### config.mk
export PLATFORM = sky130hd
export DESIGN_NAME = ppch_port
export DESIGN_NICKNAME = d
export VERILOG_FILES = /design/src/ppch_pkg.sv /design/src/ppch_seq_if.sv /design/src/ppch_master_seq.sv /design/src/ppch_port.sv
export SDC_FILE = /design/constraint.sdc
export NUM_CORES = 1
export LEC_CHECK = 0
export BUFFER_PORTS_ARGS = -buffer_cell sky130_fd_sc_hd__buf_2
export CAP_MARGIN = 5
export CORE_MARGIN = 4
export CORE_UTILIZATION = 38
export DETAILED_ROUTE_END_ITERATION = 16
export HOLD_SLACK_MARGIN = 0.03
export PLACE_DENSITY = 0.65
export SYNTH_ARGS = -nofsm -noshare
export SYNTH_HDL_FRONTEND = slang
export SYNTH_HIERARCHICAL = 1
export SYNTH_SLANG_ARGS = --single-unit
### constraint.sdc
create_clock -name hclk -period 3 [get_ports hclk]
set_input_delay 0.6 -clock hclk [delete_from_list [all_inputs] [get_ports hclk]]
set_output_delay 0.6 -clock hclk [all_outputs]
set_load 0.02 [all_outputs]
### src/ppch_pkg.sv
package ppch_pkg;
  // Word indices; byte address is four times the index
  localparam int IDX_W = 12;
  localparam logic [11:0] IDX_CTL_HI = 12'hF5F;
  localparam logic [11:0] IDX_CTL_LO = 12'hF5E;
  localparam logic [11:0] IDX_MODE_HI = 12'hF5D;
  localparam logic [11:0] IDX_MODE_LO = 12'hF5C;
  localparam logic [11:0] IDX_BUF0 = 12'hF58;
  localparam logic [11:0] IDX_EN_HI = 12'hF57;
  localparam logic [11:0] IDX_EN_LO = 12'hF56;
  localparam logic [11:0] IDX_STAT_HI = 12'hF55;
  localparam logic [11:0] IDX_STAT_LO = 12'hF54;
  localparam logic [11:0] IDX_ADDR_HI = 12'hF53;
  localparam logic [11:0] IDX_ADDR_LO = 12'hF52;
  localparam logic [11:0] IDX_CFG = 12'hF50;
  localparam int IDX_LSB = 2;
  localparam int IDX_MSB = 13;
  // Field positions
  localparam int CTL_ON = 7;
  localparam int CTL_MUX_LSB = 3;
  localparam int CTL_BE = 2;
  localparam int CTL_WR = 1;
  localparam int CTL_RD = 0;
  localparam int POL_CSF_LSB = 6;
  localparam int POL_AL = 5;
  localparam int POL_CS = 3;
  localparam int POL_BE = 2;
  localparam int POL_WR = 1;
  localparam int POL_RD = 0;
  localparam int MODE_BUSY = 7;
  localparam int MODE_W16 = 2;
  localparam int MODE_LSB = 0;
  localparam int WAITM_LSB = 2;
  localparam int EN_CS = 6;
  localparam int STAT_FULL = 7;
  localparam int STAT_OVF = 6;
  localparam int STAT_EMPTY = 7;
  // Write masks and reset values
  localparam logic [7:0] CTL_HI_MASK = 8'h9F;
  localparam logic [7:0] CTL_LO_MASK = 8'hEF;
  localparam logic [7:0] MODE_HI_MASK = 8'h7F;
  localparam logic [7:0] EN_HI_MASK = 8'h40;
  localparam logic [7:0] REG_RST = 8'h00;
  localparam logic [3:0] OUT_EMPTY_RST = 4'hF;
  localparam logic [7:0] LATCH_PINS = 8'h03;
  localparam logic [7:0] ALL_PINS = 8'hFF;
  localparam logic [1:0] CSF_ON = 2'h2;
  typedef enum logic [1:0] {MUX_SEP = 2'h0, MUX_LOW = 2'h1, MUX_ALL = 2'h2, MUX_RSVD = 2'h3} ppch_mux_t;
  typedef enum logic [1:0] {MODE_LEGACY = 2'h0, MODE_ENH = 2'h1, MODE_M2 = 2'h2, MODE_M1 = 2'h3} ppch_mode_t;
endpackage : ppch_pkg

### src/ppch_seq_if.sv
`timescale 1ns/1ps
`default_nettype none
interface ppch_seq_if;
  logic start;
  logic wr;
  logic two_bytes;
  logic [1:0] mux;
  logic [3:0] wait_cnt;
  logic [15:0] addr;
  logic [15:0] wdata;
  logic [7:0] din;
  logic busy;
  logic done;
  logic cur_wr;
  logic [15:0] rdata;
  logic drive_data;
  logic [7:0] dout;
  logic latch_lo;
  logic latch_hi;
  logic rd_act;
  logic wr_act;
  logic hi_byte;
  modport ctl (output start, wr, two_bytes, mux, wait_cnt, addr, wdata, din,
    input busy, done, cur_wr, rdata, drive_data, dout, latch_lo, latch_hi, rd_act, wr_act, hi_byte);
  modport seq (input start, wr, two_bytes, mux, wait_cnt, addr, wdata, din,
    output busy, done, cur_wr, rdata, drive_data, dout, latch_lo, latch_hi, rd_act, wr_act, hi_byte);
endinterface : ppch_seq_if
`default_nettype wire
### src/ppch_master_seq.sv
`timescale 1ns/1ps
`default_nettype none
module ppch_master_seq (
  input wire logic hclk,
  input wire logic hresetn,
  ppch_seq_if.seq sif
);
  typedef enum logic [2:0] {S_IDLE, S_ALO, S_AHI, S_STRB, S_HOLD} ppch_seq_state_t;
  ppch_seq_state_t state_reg, state_next;
  logic [3:0] cnt_reg, cnt_next;
  logic hi_reg, hi_next;
  logic wr_reg, two_reg;
  logic [1:0] mux_reg;
  logic [15:0] addr_reg, wdata_reg, rdata_reg, rdata_next;
  logic done_reg, done_next;
  wire logic muxed = (mux_reg == ppch_pkg::MUX_LOW) || (mux_reg == ppch_pkg::MUX_ALL);
  wire logic all_bits = mux_reg == ppch_pkg::MUX_ALL;

  always_comb begin
    state_next = state_reg;
    cnt_next = cnt_reg;
    hi_next = hi_reg;
    rdata_next = rdata_reg;
    done_next = 1'b0;
    case (state_reg)
      S_IDLE: begin
        hi_next = 1'b0;
        if (sif.start) begin
          if ((sif.mux == ppch_pkg::MUX_LOW) || (sif.mux == ppch_pkg::MUX_ALL)) begin
            state_next = S_ALO;
          end else begin
            state_next = S_STRB;
            cnt_next = sif.wait_cnt;
          end
        end
      end
      S_ALO: begin
        // High address byte only when all muxed
        if (all_bits) begin
          state_next = S_AHI;
        end else begin
          state_next = S_STRB;
          cnt_next = sif.wait_cnt;
        end
      end
      S_AHI: begin
        state_next = S_STRB;
        cnt_next = sif.wait_cnt;
      end
      S_STRB: begin
        if (cnt_reg != 4'h0) begin
          cnt_next = cnt_reg - 4'h1;
        end else begin
          state_next = S_HOLD;
          if (!wr_reg && hi_reg) begin
            rdata_next = {sif.din, rdata_reg[7:0]};
          end else if (!wr_reg) begin
            rdata_next = {rdata_reg[15:8], sif.din};
          end
        end
      end
      S_HOLD: begin
        if (two_reg && !hi_reg) begin
          hi_next = 1'b1;
          state_next = muxed ? S_ALO : S_STRB;
          cnt_next = sif.wait_cnt;
        end else begin
          state_next = S_IDLE;
          done_next = 1'b1;
        end
      end
      default: state_next = S_IDLE;
    endcase
  end

  always_ff @(posedge hclk or negedge hresetn) begin
    if (!hresetn) begin
      state_reg <= S_IDLE;
      cnt_reg <= 4'h0;
      hi_reg <= 1'b0;
      rdata_reg <= 16'h0000;
      done_reg <= 1'b0;
    end else begin
      state_reg <= state_next;
      cnt_reg <= cnt_next;
      hi_reg <= hi_next;
      rdata_reg <= rdata_next;
      done_reg <= done_next;
    end
  end

  // Request fields held for the whole transfer
  always_ff @(posedge hclk or negedge hresetn) begin
    if (!hresetn) begin
      wr_reg <= 1'b0;
      two_reg <= 1'b0;
      mux_reg <= 2'h0;
      addr_reg <= 16'h0000;
      wdata_reg <= 16'h0000;
    end else if (sif.start && (state_reg == S_IDLE)) begin
      wr_reg <= sif.wr;
      two_reg <= sif.two_bytes;
      mux_reg <= sif.mux;
      addr_reg <= sif.addr;
      wdata_reg <= sif.wdata;
    end
  end

  assign sif.busy = state_reg != S_IDLE;
  assign sif.done = done_reg;
  assign sif.cur_wr = wr_reg;
  assign sif.rdata = rdata_reg;
  assign sif.hi_byte = hi_reg;
  assign sif.latch_lo = state_reg == S_ALO;
  assign sif.latch_hi = state_reg == S_AHI;
  assign sif.rd_act = (state_reg == S_STRB) && !wr_reg;
  assign sif.wr_act = (state_reg == S_STRB) && wr_reg;
  assign sif.drive_data = (state_reg == S_ALO) || (state_reg == S_AHI) ||
    (wr_reg && ((state_reg == S_STRB) || (state_reg == S_HOLD)));
  assign sif.dout = (state_reg == S_ALO) ? addr_reg[7:0] :
    (state_reg == S_AHI) ? addr_reg[15:8] :
    hi_reg ? wdata_reg[15:8] : wdata_reg[7:0];
endmodule : ppch_master_seq
`default_nettype wire

### src/ppch_port.sv
`timescale 1ns/1ps
`default_nettype none
module ppch_port (
  input wire logic hclk,
  input wire logic hresetn,
  input wire logic hsel,
  input wire logic [31:0] haddr,
  input wire logic [1:0] htrans,
  input wire logic hwrite,
  input wire logic [2:0] hsize,
  input wire logic [31:0] hwdata,
  input wire logic hready,
  output logic [31:0] hrdata,
  output logic hreadyout,
  output logic hresp,
  input wire logic [7:0] data_pins_in,
  output logic [7:0] data_pins_out,
  output logic data_pins_oe_n,
  input wire logic [1:0] address_pins_in,
  output logic [7:0] address_pins_out,
  output logic [7:0] address_pins_oe_n,
  input wire logic read_strobe_pin_in,
  output logic read_strobe_pin_out,
  output logic read_strobe_pin_oe_n,
  output logic read_strobe_pin_own,
  input wire logic write_strobe_pin_in,
  output logic write_strobe_pin_out,
  output logic write_strobe_pin_oe_n,
  output logic write_strobe_pin_own,
  output logic byte_enable_pin_out,
  output logic byte_enable_pin_oe_n,
  output logic byte_enable_pin_own,
  input wire logic chip_select_pin_in,
  output logic chip_select_pin_out,
  output logic chip_select_pin_oe_n,
  output logic chip_select_pin_own,
  output logic input_level_sel
);
  // Pin level from activity and polarity bit (1 = active high)
  function automatic logic lvl(input logic act, input logic pol);
    lvl = act ~^ pol;
  endfunction : lvl

  function automatic logic [3:0] dec4(input logic [1:0] i);
    dec4 = 4'h1 << i;
  endfunction : dec4

  ppch_seq_if sif();
  ppch_master_seq u_seq (
    .hclk(hclk),
    .hresetn(hresetn),
    .sif(sif)
  );

  // Bus slave: reads take one wait state so a preceding write is visible
  logic wr_pend_reg, rd_pend_reg;
  logic [11:0] idx_reg;
  logic [31:0] hrdata_reg;
  wire logic take = hsel && htrans[1] && hready;
  always_ff @(posedge hclk or negedge hresetn) begin
    if (!hresetn) begin
      wr_pend_reg <= 1'b0;
      rd_pend_reg <= 1'b0;
      idx_reg <= 12'h000;
    end else begin
      wr_pend_reg <= take && hwrite;
      rd_pend_reg <= take && !hwrite;
      idx_reg <= take ? haddr[ppch_pkg::IDX_MSB:ppch_pkg::IDX_LSB] : idx_reg;
    end
  end
  wire logic [7:0] wbyte = hwdata[7:0];
  wire logic sel_ctl_hi = idx_reg == ppch_pkg::IDX_CTL_HI;
  wire logic sel_ctl_lo = idx_reg == ppch_pkg::IDX_CTL_LO;
  wire logic sel_mode_hi = idx_reg == ppch_pkg::IDX_MODE_HI;
  wire logic sel_mode_lo = idx_reg == ppch_pkg::IDX_MODE_LO;
  wire logic sel_en_hi = idx_reg == ppch_pkg::IDX_EN_HI;
  wire logic sel_en_lo = idx_reg == ppch_pkg::IDX_EN_LO;
  wire logic sel_stat_hi = idx_reg == ppch_pkg::IDX_STAT_HI;
  wire logic sel_addr_hi = idx_reg == ppch_pkg::IDX_ADDR_HI;
  wire logic sel_addr_lo = idx_reg == ppch_pkg::IDX_ADDR_LO;
  wire logic sel_cfg = idx_reg == ppch_pkg::IDX_CFG;
  wire logic sel_buf = idx_reg[11:2] == ppch_pkg::IDX_BUF0[11:2];
  wire logic [3:0] sw_wr_buf = (wr_pend_reg && sel_buf) ? dec4(idx_reg[1:0]) : 4'h0;
  wire logic [3:0] sw_rd_buf = (rd_pend_reg && sel_buf) ? dec4(idx_reg[1:0]) : 4'h0;
  wire logic wr_en = wr_pend_reg;

  logic [7:0] ctl_hi_reg, ctl_lo_reg, mode_hi_reg, mode_lo_reg, en_hi_reg, en_lo_reg;
  logic [7:0] addr_hi_reg, addr_lo_reg, cfg_reg;
  // Control bits clear at reset, unused bits masked
  always_ff @(posedge hclk or negedge hresetn) begin
    if (!hresetn) begin
      ctl_hi_reg <= ppch_pkg::REG_RST;
      ctl_lo_reg <= ppch_pkg::REG_RST;
      mode_hi_reg <= ppch_pkg::REG_RST;
      mode_lo_reg <= ppch_pkg::REG_RST;
      en_hi_reg <= ppch_pkg::REG_RST;
      en_lo_reg <= ppch_pkg::REG_RST;
      addr_hi_reg <= ppch_pkg::REG_RST;
      addr_lo_reg <= ppch_pkg::REG_RST;
      cfg_reg <= ppch_pkg::REG_RST;
    end else begin
      if (wr_en && sel_ctl_hi) ctl_hi_reg <= wbyte & ppch_pkg::CTL_HI_MASK;
      if (wr_en && sel_ctl_lo) ctl_lo_reg <= wbyte & ppch_pkg::CTL_LO_MASK;
      if (wr_en && sel_mode_hi) mode_hi_reg <= wbyte & ppch_pkg::MODE_HI_MASK;
      if (wr_en && sel_mode_lo) mode_lo_reg <= wbyte;
      if (wr_en && sel_en_hi) en_hi_reg <= wbyte & ppch_pkg::EN_HI_MASK;
      if (wr_en && sel_en_lo) en_lo_reg <= wbyte;
      if (wr_en && sel_addr_hi) addr_hi_reg <= wbyte;
      if (wr_en && sel_addr_lo) addr_lo_reg <= wbyte;
      if (wr_en && sel_cfg) cfg_reg <= wbyte;
    end
  end

  // Configuration decode
  // Master, slave and pin enables gated by module on; mode, mux, w16 and cs_func are not
  wire logic on = ctl_hi_reg[ppch_pkg::CTL_ON];
  wire logic [1:0] mode = mode_hi_reg[ppch_pkg::MODE_LSB +: 2];
  // Master for modes 1x, slave for 0x
  wire logic master = on && mode[1];
  wire logic slave = on && !mode[1];
  wire logic mode1 = mode == ppch_pkg::MODE_M1;
  wire logic enhanced = mode == ppch_pkg::MODE_ENH;
  wire logic [1:0] mux = ctl_hi_reg[ppch_pkg::CTL_MUX_LSB +: 2];
  // Reserved mux value behaves as separate pins
  wire logic mux_sep = (mux == ppch_pkg::MUX_SEP) || (mux == ppch_pkg::MUX_RSVD);
  wire logic w16 = mode_hi_reg[ppch_pkg::MODE_W16];
  wire logic rd_pin_en = on && ctl_hi_reg[ppch_pkg::CTL_RD];
  wire logic wr_pin_en = on && ctl_hi_reg[ppch_pkg::CTL_WR];
  wire logic be_pin_en = on && ctl_hi_reg[ppch_pkg::CTL_BE];
  wire logic cs_pin_en = on && en_hi_reg[ppch_pkg::EN_CS];
  wire logic cs_func = ctl_lo_reg[ppch_pkg::POL_CSF_LSB +: 2] == ppch_pkg::CSF_ON;

  // Two-flop synchronisers for every pin input
  logic [12:0] sync1_reg, sync2_reg;
  always_ff @(posedge hclk or negedge hresetn) begin
    if (!hresetn) begin
      sync1_reg <= 13'h0000;
      sync2_reg <= 13'h0000;
    end else begin
      sync1_reg <= {data_pins_in, address_pins_in, read_strobe_pin_in, write_strobe_pin_in, chip_select_pin_in};
      sync2_reg <= sync1_reg;
    end
  end
  wire logic [7:0] din_s = sync2_reg[12:5];
  wire logic [1:0] ain_s = sync2_reg[4:3];
  wire logic cs_s = lvl(sync2_reg[0], ctl_lo_reg[ppch_pkg::POL_CS]);
  wire logic rd_s = slave && cs_s && rd_pin_en && lvl(sync2_reg[2], ctl_lo_reg[ppch_pkg::POL_RD]);
  wire logic wr_s = slave && cs_s && wr_pin_en && lvl(sync2_reg[1], ctl_lo_reg[ppch_pkg::POL_WR]);

  // Slave strobe edges
  logic prev_rd_reg, prev_wr_reg, prev_cs_reg;
  logic [1:0] sidx_reg;
  always_ff @(posedge hclk or negedge hresetn) begin
    if (!hresetn) begin
      prev_rd_reg <= 1'b0;
      prev_wr_reg <= 1'b0;
      prev_cs_reg <= 1'b0;
    end else begin
      prev_rd_reg <= rd_s;
      prev_wr_reg <= wr_s;
      prev_cs_reg <= slave && cs_s;
    end
  end
  wire logic rd_end = prev_rd_reg && !rd_s;
  wire logic wr_end = prev_wr_reg && !wr_s;
  wire logic cs_start = slave && cs_s && !prev_cs_reg;
  wire logic [3:0] host_wr = wr_end ? dec4(sidx_reg) : 4'h0;
  wire logic [3:0] host_rd = rd_end ? dec4(sidx_reg) : 4'h0;

  // Enhanced slave mode: index reloads from address inputs, then auto-increments; held at 0 otherwise
  always_ff @(posedge hclk or negedge hresetn) begin
    if (!hresetn) begin
      sidx_reg <= 2'h0;
    end else if (!enhanced || !slave) begin
      sidx_reg <= 2'h0;
    end else if (cs_start) begin
      sidx_reg <= ain_s;
    end else if (rd_end || wr_end) begin
      sidx_reg <= sidx_reg + 2'h1;
    end
  end

  // Buffer flags: hardware set wins over software clear
  logic [3:0] in_full_reg, out_empty_reg;
  logic ovf_reg;
  wire logic ovf_set = wr_end && in_full_reg[sidx_reg];
  wire logic ovf_clr = wr_en && sel_stat_hi && !wbyte[ppch_pkg::STAT_OVF];
  always_ff @(posedge hclk or negedge hresetn) begin
    if (!hresetn) begin
      in_full_reg <= 4'h0;
      out_empty_reg <= ppch_pkg::OUT_EMPTY_RST;
      ovf_reg <= 1'b0;
    end else begin
      in_full_reg <= (in_full_reg & ~sw_rd_buf) | host_wr;
      out_empty_reg <= (out_empty_reg & ~sw_wr_buf) | host_rd;
      ovf_reg <= ovf_set || (ovf_reg && !ovf_clr);
    end
  end

  // Master transfer starts on data register access
  wire logic start_wr = master && wr_en && sw_wr_buf[0];
  wire logic start_rd = master && sw_rd_buf[0];
  logic [7:0] buf_reg [4];
  assign sif.start = (start_wr || start_rd) && !sif.busy;
  assign sif.wr = start_wr;
  assign sif.two_bytes = w16;
  assign sif.mux = mux;
  assign sif.wait_cnt = mode_lo_reg[ppch_pkg::WAITM_LSB +: 4];
  assign sif.addr = {addr_hi_reg, addr_lo_reg};
  assign sif.wdata = {buf_reg[1], wbyte};
  assign sif.din = din_s;
  wire logic master_rd_done = sif.done && !sif.cur_wr;

  always_ff @(posedge hclk or negedge hresetn) begin
    if (!hresetn) begin
      for (int k = 0; k < 4; k++) buf_reg[k] <= ppch_pkg::REG_RST;
    end else begin
      for (int k = 0; k < 4; k++) begin
        if (host_wr[k]) begin
          buf_reg[k] <= din_s;
        end else if (master_rd_done && (k == 0)) begin
          buf_reg[k] <= sif.rdata[7:0];
        end else if (master_rd_done && (k == 1) && w16) begin
          buf_reg[k] <= sif.rdata[15:8];
        end else if (sw_wr_buf[k]) begin
          buf_reg[k] <= wbyte;
        end
      end
    end
  end

  // Read mux; reads return state as it stands after any prior write
  wire logic [7:0] stat_hi = {&in_full_reg, ovf_reg, 2'h0, in_full_reg};
  wire logic [7:0] stat_lo = {&out_empty_reg, 3'h0, out_empty_reg};
  wire logic [7:0] mode_rd = {sif.busy, mode_hi_reg[6:0]};
  wire logic [7:0] rd_mux = sel_ctl_hi ? ctl_hi_reg :
    sel_ctl_lo ? ctl_lo_reg :
    sel_mode_hi ? mode_rd :
    sel_mode_lo ? mode_lo_reg :
    sel_en_hi ? en_hi_reg :
    sel_en_lo ? en_lo_reg :
    sel_stat_hi ? stat_hi :
    (idx_reg == ppch_pkg::IDX_STAT_LO) ? stat_lo :
    sel_addr_hi ? addr_hi_reg :
    sel_addr_lo ? addr_lo_reg :
    sel_cfg ? cfg_reg :
    sel_buf ? buf_reg[idx_reg[1:0]] : 8'h00;
  always_ff @(posedge hclk or negedge hresetn) begin
    if (!hresetn) begin
      hrdata_reg <= 32'h00000000;
    end else if (rd_pend_reg) begin
      hrdata_reg <= {24'h000000, rd_mux};
    end
  end
  assign hrdata = hrdata_reg;
  assign hreadyout = !rd_pend_reg;
  assign hresp = 1'b0;

  // Pin next values
  // Mode 1: rw level plus enable strobe; mode 2: separate strobes
  wire logic rd_act_m = mode1 ? (sif.busy && !sif.cur_wr) : sif.rd_act;
  wire logic wr_act_m = mode1 ? (sif.rd_act || sif.wr_act) : sif.wr_act;
  // Separate pins carry low address; muxed use pins 0/1 as latches
  wire logic al_pol = ctl_lo_reg[ppch_pkg::POL_AL];
  wire logic [7:0] addr_val = mux_sep ? addr_lo_reg :
    {6'h00, lvl(sif.latch_hi, al_pol), lvl(sif.latch_lo, al_pol)};
  wire logic [7:0] addr_drv = en_lo_reg & {8{master}} & (mux_sep ? ppch_pkg::ALL_PINS : ppch_pkg::LATCH_PINS);
  wire logic data_drv = master ? sif.drive_data : rd_s;
  wire logic [7:0] data_val = master ? sif.dout : buf_reg[sidx_reg];

  always_ff @(posedge hclk or negedge hresetn) begin
    if (!hresetn) begin
      data_pins_out <= 8'h00;
      data_pins_oe_n <= 1'b1;
      address_pins_out <= 8'h00;
      address_pins_oe_n <= 8'hFF;
    end else begin
      data_pins_out <= data_val;
      data_pins_oe_n <= !(on && data_drv);
      address_pins_out <= addr_val;
      address_pins_oe_n <= ~addr_drv;
    end
  end

  always_ff @(posedge hclk or negedge hresetn) begin
    if (!hresetn) begin
      read_strobe_pin_out <= 1'b0;
      read_strobe_pin_oe_n <= 1'b1;
      write_strobe_pin_out <= 1'b0;
      write_strobe_pin_oe_n <= 1'b1;
      byte_enable_pin_out <= 1'b0;
      byte_enable_pin_oe_n <= 1'b1;
      chip_select_pin_out <= 1'b0;
      chip_select_pin_oe_n <= 1'b1;
    end else begin
      read_strobe_pin_out <= lvl(rd_act_m, ctl_lo_reg[ppch_pkg::POL_RD]);
      read_strobe_pin_oe_n <= !(master && rd_pin_en);
      write_strobe_pin_out <= lvl(wr_act_m, ctl_lo_reg[ppch_pkg::POL_WR]);
      write_strobe_pin_oe_n <= !(master && wr_pin_en);
      // Byte enable marks the high byte of a 16-bit transfer
      byte_enable_pin_out <= lvl(sif.busy && sif.hi_byte, ctl_lo_reg[ppch_pkg::POL_BE]);
      byte_enable_pin_oe_n <= !(master && be_pin_en);
      chip_select_pin_out <= lvl(sif.busy, ctl_lo_reg[ppch_pkg::POL_CS]);
      chip_select_pin_oe_n <= !(master && cs_pin_en && cs_func);
    end
  end

  // Ownership back to general port logic when disabled
  always_ff @(posedge hclk or negedge hresetn) begin
    if (!hresetn) begin
      read_strobe_pin_own <= 1'b0;
      write_strobe_pin_own <= 1'b0;
      byte_enable_pin_own <= 1'b0;
      chip_select_pin_own <= 1'b0;
      input_level_sel <= 1'b0;
    end else begin
      read_strobe_pin_own <= rd_pin_en;
      write_strobe_pin_own <= wr_pin_en;
      byte_enable_pin_own <= be_pin_en;
      chip_select_pin_own <= cs_pin_en;
      input_level_sel <= cfg_reg[0];
    end
  end
endmodule : ppch_port
`default_nettype wire

==> out/qor.txt, run 1 <==
Min-Delay Path Class = in2reg
Worst-Margin Slew = 0.919 ns
DRC = 0
Critical Path RT = 3.41 ns
Worst Setup Path Type = reg2reg
Worst setup EP type = register
FILL cells = 3,017
Worst Clk Skew = 0.0102 ns
Multi-input gate area = 0.00543 mm2
IO Count = 159
Net load switching power = 0.00198 W
Final Setup Violations = 0
Layout area overhead = 14.0%
Slew Limit Headroom = 38.7%
Asr flop ratio synth = 100%
Proportion of layout cells with a drive suffix above 1 = 33.0%
Drt via density = 5.34
Synth Instances = 1,046
Synth warn = 6
CTS tree = done
Worst Path Arrival = 2.95 ns
Max reg flops = 32
First-pass GRT wire length = 51.5 mm
DR iter-0 viols = 792
Initial antenna violation count = 1
Fin crit period = 2.54 ns
Clock Sinks = 254
Htree depth = 1
Die area = 0.0356 mm2
Clock Root Buffer = clkbuf_16
Diode count = 0
Worst Slack Setup Final = 0.460 ns
Post-Place Worst Slack = 0.514 ns
Worst Path Max Fanout = 37
Gpl congestion = 0.945
Reg2Reg Setup Slack = 0.46 ns
Worst-path clk slew = 0.06 ns
Dominant synthesized flop cell = dfrtp_1
Total track usage = 18.1%
Clk_lat worst skew = 0.54 ns
Core Rows = 65
Peak VDD IR = 468 uV
Top Usage Layer GRT = met2
Cell internal pwr = 0.00603 W
Final core utilization = 44.3%
Top achievable clock speed = 0.394 GHz
R2R cell count = 8
Met1 usage = 26.3%
PwrDens = 567 mW/mm2
Max Cap Violations = 0
Cts bufs inserted = 28
Hold path cells = 1
Leak = 6.01 nW
Sequential share of power = 45.2%
Via count = 8,470
DR pass1 iterations = 5
TNS Setup = 0 ns
Synth cell types = 86
CTS Buffer Depth = 3
Logic pwr share = 9.8%
RSZ-0062 raised after global routing = false
Met2 global-route usage = 28.2%
Register area = 0.00638 mm2
WL/cell = 20.7 um
Nets = 1,223
Crit start category = register
GRT overflow = 0
Hold Fails Final Rpt = 0
Critical path's largest stage delay = 0.38 ns
Cell area after synthesis = 0.0124 mm2
Largest net degree at the start of global routing = 80
Number of global-route vias before repair = 8,528
Post-synth EDFFs = 0
Final HPWL from detailed placement = 22.9 mm
Antenna viol nets, final = 0
Clock share of power = 45.0%
Fin area = 0.0141 mm2
Critical Path, Cell by Cell = nand4bb_4 -> nor2_4 -> nand3b_1 -> nor4_1 -> buf_4 -> and2_1 -> buf_12 -> mux2_2
Die Wd = 189 um
Mean area per synthesized cell = 11.8 um2
Final Cycle Share = 84.7%
Core Region = 0.0319 mm2
Starting Density = 38.9%
# port buffers = 85
Final Max Tran Viols = 0
Die H = 189 um
Yosys reg bits = 254
Post-DP Area = 0.0131 mm2
Outcome = finished clean
Register area share after synthesis = 51.5%
Slowest stage cell, crit path = dfrtp_1
WL final = 32.8 mm
Switching share of power = 24.8%
Routing usage on met3 = 2.87%
[through the flow]
step,total power [W],cells,hold WS (ns)
after floorplan,0.00418,1070,0.304
after global placement,0.00445,1533,0.333
after detailed placement,0.00445,1533,0.335
after CTS,0.00808,1586,0.143
after global routing,0.00833,1586,0.147
final,0.00802,1586,0.166
[repair_timing]
item,4_1_cts,5_1_grt
setup buffers,0,0
hold buffers,1,0
gates resized for setup,0,0
hold endpoints to repair,54,0
[layer usage]
layer	wire [um]	vias up
met5	13	-
met4	1060	2
met3	2450	71
met2	14800	336
met1	14500	4201
li1	-	3860
[Yosys cell counts (all sizes together), types with 3 or more instances]
cell type,n,area share [%]
o211ai,3,0.18
clkbuf,22,0.67
nand2,95,3.0
xnor2,5,0.35
a21oi,41,1.7
mux4,12,2.2
o22ai,7,0.35
nand4,7,0.60
mux2i,48,3.9
a22o,3,0.28
o21a,4,0.24
buf,64,4.1
nand3b,3,0.18
inv,23,0.70
nand3,18,0.93
dfstp,17,3.6
o21ai,74,3.1
xor2,7,0.56
nor3b,4,0.28
nor2b,10,0.50
dfrtp,237,48
and2,14,0.77
and3,7,0.36
nor4,7,0.47
a31oi,4,0.20
nand2b,9,0.58
a22oi,9,0.55
nor3,19,1.1
mux2,151,14
ha,7,0.71
o221ai,4,0.28
a2bb2oi,3,0.21
a211oi,6,0.46
a21o,5,0.30
nor2,59,2.2
[final timing paths]
path                                      from           endpoint
max                                 idx_reg[7]  u_seq/addr_reg[3]
min                        write_strobe_pin_in       sync1_reg[1]
max reg2reg                         idx_reg[7]  u_seq/addr_reg[3]
min reg2reg                      sync1_reg[12]      sync2_reg[12]
max in group asynchronous              hresetn   out_empty_reg[0]
min in group asynchronous              hresetn   data_pins_out[5]
[layout by cell type (no fill, tap or decap), types with 9 or more instances in the layout]
cell	synthesis	layout
nor2_1	52	52
mux2_2	149	149
dfrtp_1	237	236
inv_1	21	21
o21ai_1	17	17
conb_1	1	25
clkbuf_1	22	10
buf_2	11	84
mux2i_1	48	48
clkbuf_8	0	9
nor2b_1	10	10
a22oi_1	9	9
and2_1	11	11
dfstp_2	17	17
nor3_1	14	14
a21oi_1	41	41
nand3_1	13	13
buf_4	37	25
o21ai_0	54	54
clkbuf_16	0	29
nand2_1	91	91
mux4_2	12	12
[power groups by stage]
stage	combinational, W	clock, W	sequential [W]
finish	0.000787	0.00361	0.00362
global route	0.000848	0.00385	0.00363
CTS	0.000776	0.00368	0.00362
floorplan	0.000536	0	0.00364
detailed placement	0.000772	0	0.00368
global placement	0.000767	0	0.00368
[worst max-delay path, delay by kind of cell, from the launching register on]
kind                   cells  cell delay, ns
flip-flops                 1            0.38
AND/OR/NAND/NOR            5            1.22
multiplexers               1            0.37
buffers and inverters      2            0.42
[cell type report]
cell class	count	share of cell area (%)
Clock inverter	4	0.699
Inverter	23	0.611
Timing Repair Buffer	115	5.05
Multi-Input combinational cell	707	38.4
Sequential cell	254	45.1
Tap cell	435	3.85
Clock buffer	48	6.28
[logic make-up (layout without fill, tap and decap cells)]
logic type	count (synthesis)	in the layout	share of synthesized area, %
XOR/XNOR	12	12	0.909
other	1	25	0.0303
adder cells (fa/ha/maj)	7	7	0.707
AO/OA/AOI/OAI	191	191	9.91
AND/OR/NAND/NOR	261	261	11.7
flip-flops	254	254	51.5
multiplexers	211	211	19.8
buffers and inverters	109	190	5.50
Note: power is estimated with default switching activity, not from simulation.
==> run 2: changes to the inputs <==
--- a/config.mk
+++ b/config.mk
@@ -5,13 +5,14 @@
 export SDC_FILE = /design/constraint.sdc
 export NUM_CORES = 1
 export LEC_CHECK = 0
+export ABC_AREA = 1
 export BUFFER_PORTS_ARGS = -buffer_cell sky130_fd_sc_hd__buf_2
 export CAP_MARGIN = 5
 export CORE_MARGIN = 4
 export CORE_UTILIZATION = 38
 export DETAILED_ROUTE_END_ITERATION = 16
 export HOLD_SLACK_MARGIN = 0.03
-export PLACE_DENSITY = 0.65
+export PLACE_DENSITY = 0.68
 export SYNTH_ARGS = -nofsm -noshare
 export SYNTH_HDL_FRONTEND = slang
 export SYNTH_HIERARCHICAL = 1
==> constraint.sdc (replaced) <==
create_clock -name hclk -period 2.1 [get_ports hclk]
set_input_delay 0.42 -clock hclk [delete_from_list [all_inputs] [get_ports hclk]]
set_output_delay 0.42 -clock hclk [all_outputs]
set_load 0.02 [all_outputs]
==> run 2 against run 1 <==
Compared with the run above:
- the run now ends with setup timing left
- via count up 23%
- global-route usage up 2.5 points
- die area down 2.1%
- first-iteration DRC count up 23%
- utilization up 3.4 points
- final cell count up 28%
- count of clock-buffer cells in the layout down 16
- wire length up 11%
- design area up 6.3%
- clock power up 51%
- highest routed layer is now met4
==> out/qor.txt, run 2 <==
Clk_lat worst skew = 0.55 ns (about the same)
Hold Fails Final Rpt = 0 (unchanged)
Worst Path Max Fanout = 6 (-84%)
Outcome = finished with violations
Placed Cells = 1,958 (+28%)
CTS Buffer Depth = 3 (unchanged)
Core Region = 0.0315 mm2 (-1.3%)
Highest routing layer actually used = met4
CP endpoint = u_seq/wdata_reg[10]
Peak VDD IR = 684 uV (+46%)
Min-Delay Path Class = in2reg
Max reg flops = 32 (unchanged)
Mean area per synthesized cell = 8.57 um2 (-28%)
Register area share after synthesis = 52.6% (+1.2 points)
WL/cell = 17.9 um (-13%)
CTS tree = done
Synth cell types = 53 (-38%)
Yosys reg bits = 254 (unchanged)
Final hold slack = 0.108 ns (-0.0573 ns)
Post-synth EDFFs = 0 (unchanged)
DRC = 0 (unchanged)
Asr flop ratio synth = 100% (unchanged)
Commonest non-fill, non-tap cells in the layout = nand2_1, dfrtp_1, inv_1
Dominant synthesized flop cell = dfrtp_1
Worst reg2reg startpoint = idx_reg[7]
Non-Filler Instances = 2,029 (+28%)
PwrDens = 909 mW/mm2 (+60%)
Synth warn = 6 (unchanged)
Worst-path clk slew = 0.06 ns (about the same)
Synth area leaders = dfrtp_1, nand2_1, o21ai_0, inv_1, dfstp_2
Post-Place Worst Slack = -0.0450 ns (-0.559 ns)
Drt via density = 5.11 (-4.2%)
Worst Path Arrival = 2.55 ns (-0.40 ns)
Die H = 187 um (-1.1%)
Via count = 10,400 (+23%)
WL met3 = 2.30 mm (-5.8%)
WL final = 36.3 mm (+11%)
FILL cells = 2,985 (-1.1%)
DR iter-0 viols = 975 (+23%)
Number of global-route vias before repair = 10,500 (+23%)
Routed wl met2 = 17.0 mm (+15%)
Layout area overhead = 23.9%
Core Rows = 65 (unchanged)
Fin area = 0.0150 mm2 (+6.3%)
R2R Path End = u_seq/wdata_reg[10]
Worst Clk Skew = 0.0208 ns (+0.0106 ns)
R2R cell count = 13 (+5)
Clock Sinks = 254 (unchanged)
Post-synth top area cell = dfrtp_1
Top-area cell type share of the netlist area = 48.9% (+1.1 points)
Final Cycle Share = 101% (+16 points)
Htree depth = 1 (unchanged)
Wire length on met1 = 16.1 mm (+11%)
Worst setup EP type = register
Proportion of layout cells with a drive suffix above 1 = 23.0% (-10 points)
Post-DP Area = 0.0136 mm2 (+3.6%)
Max Cap Violations = 0 (unchanged)
Synth Instances = 1,414 (+35%)
Diode count = 0 (unchanged)
Largest net degree at the start of global routing = 68 (-15%)
Starting Density = 38.5% (-0.36 points)
RSZ-0062 raised after global routing = true
Gpl congestion = 0.978 (+3.5%)
IO Count = 159 (unchanged)
Worst Setup Path Type = reg2reg
First-pass GRT wire length = 58.0 mm (+13%)
Post-synth top cells = nand2_1, dfrtp_1, inv_1
Most numerous cell in the Yosys netlist = nand2_1
Hold path cells = 2 (+1)
Final Max Tran Viols = 0 (unchanged)
Slew Limit Headroom = 58.4% (+20 points)
Die area = 0.0348 mm2 (-2.1%)
Worst Slack Setup Final = -0.0153 ns (-0.476 ns)
Overall power = 0.0137 W (+70%)
Initial antenna violation count = 0 (-1)
Final Setup Violations = 7 (+7)
Cts bufs inserted = 27 (-3.6%)
Reg2Reg Setup Slack = -0.02 ns (-0.48 ns)
DR pass1 iterations = 6 (+1)
Antenna viol nets, final = 0 (unchanged)
GRT overflow = 0 (unchanged)
Nets = 1,700 (+39%)
Die Wd = 187 um (-1.1%)
Leak = 7.45 nW (+24%)
HP Start = haddr[12]
Cell area after synthesis = 0.0121 mm2 (-2.2%)
# port buffers = 85 (unchanged)
Top achievable clock speed = 0.473 GHz (+20%)
Crit start category = register
Total track usage = 20.6% (+2.5 points)
Crit path from = idx_reg[7]
Worst-Margin Slew = 0.624 ns (-0.296 ns)
Most common cell after layout, fill and taps aside = nand2_1
Fin crit period = 2.12 ns (-0.424 ns)
Clock Root Buffer = clkbuf_16
Failing checks = setup timing
Critical Path RT = 2.53 ns (-0.88 ns)
Final HPWL from detailed placement = 27.3 mm (+19%)
==> run 2: layer usage <==
metal  GRT usage, %  vias to the layer above
li1               -                     4985
met1           28.8                     4970
met2           33.7                      347
met3           2.88                       75
met4           6.14                        0
met5              0                        -
==> run 2: area by class of cell <==
class	count	area (um2)	area share, %
clock inverter	18	287	1.91
multi-input combinational	964	4930	32.8
clock buffer	32	744	4.96
timing repair buffer	219	1650	11.0
tap	402	503	3.35
inverter	140	539	3.59
sequential	254	6380	42.5
==> run 2: repair_timing <==
| action | CTS | global route |
|---|---|---|
| setup buffers | 1 | 3 |
| hold buffers | 15 | 0 |
| gates resized for setup | 6 | 36 |
| setup endpoints to repair | 22 | 71 |
| hold endpoints to repair | 68 | 0 |
| cloned | 0 | 2 |
| pin swaps | 2 | 3 |
==> run 2: cell families (layout without fill, tap and decap cells) <==
kind of cell,after synthesis,count (layout),share of synthesized area (%)
simple gates,617,617,22.3
compound gates,300,300,14.5
flops,254,254,52.6
buf+inv,220,409,8.61
xor+xnor,8,8,0.578
fa+ha+maj,7,7,0.723
mux,7,7,0.650
other cells,1,25,0.0309
==> run 2: worst max-delay path, cell delays in order (launching register included) <==
cell       delay, ns
dfrtp_1         0.38
inv_2           0.07
nand2_2         0.06
nor2_4          0.12
nand3_2         0.10
nor2_4          0.12
and2_4          0.16
inv_4           0.04
a2111oi_4       0.30
buf_6           0.20
nand2_4         0.13
clkbuf_16       0.20
nor2_1          0.08
a21oi_1         0.05
==> run 2: power breakdown <==
part	total, W	leakage (nW)	internal, W	switching [W]
clock	0.00544	0.497	0.00340	0.00204
sequential	0.00555	2.74	0.00529	0.000257
combinational	0.00268	4.21	0.000899	0.00178
==> run 2: worst min-delay path by stage <==
stage               slack [ns]        endpoint
global placement          0.33    sync2_reg[9]
finish                    0.11     idx_reg[10]
detailed placement        0.33   sync2_reg[12]
global route               0.1      idx_reg[8]
floorplan                 0.12  addr_hi_reg[0]
CTS                       0.09     idx_reg[10]
==> run 2: metrics by stage <==
step                      util, %  setup TNS (ns)
after floorplan                 -          -0.331
after global placement       43.3        -0.00585
after detailed placement     43.3          -0.301
after CTS                    47.1               0
after global routing         47.7           -5.18
final                        47.7         -0.0435
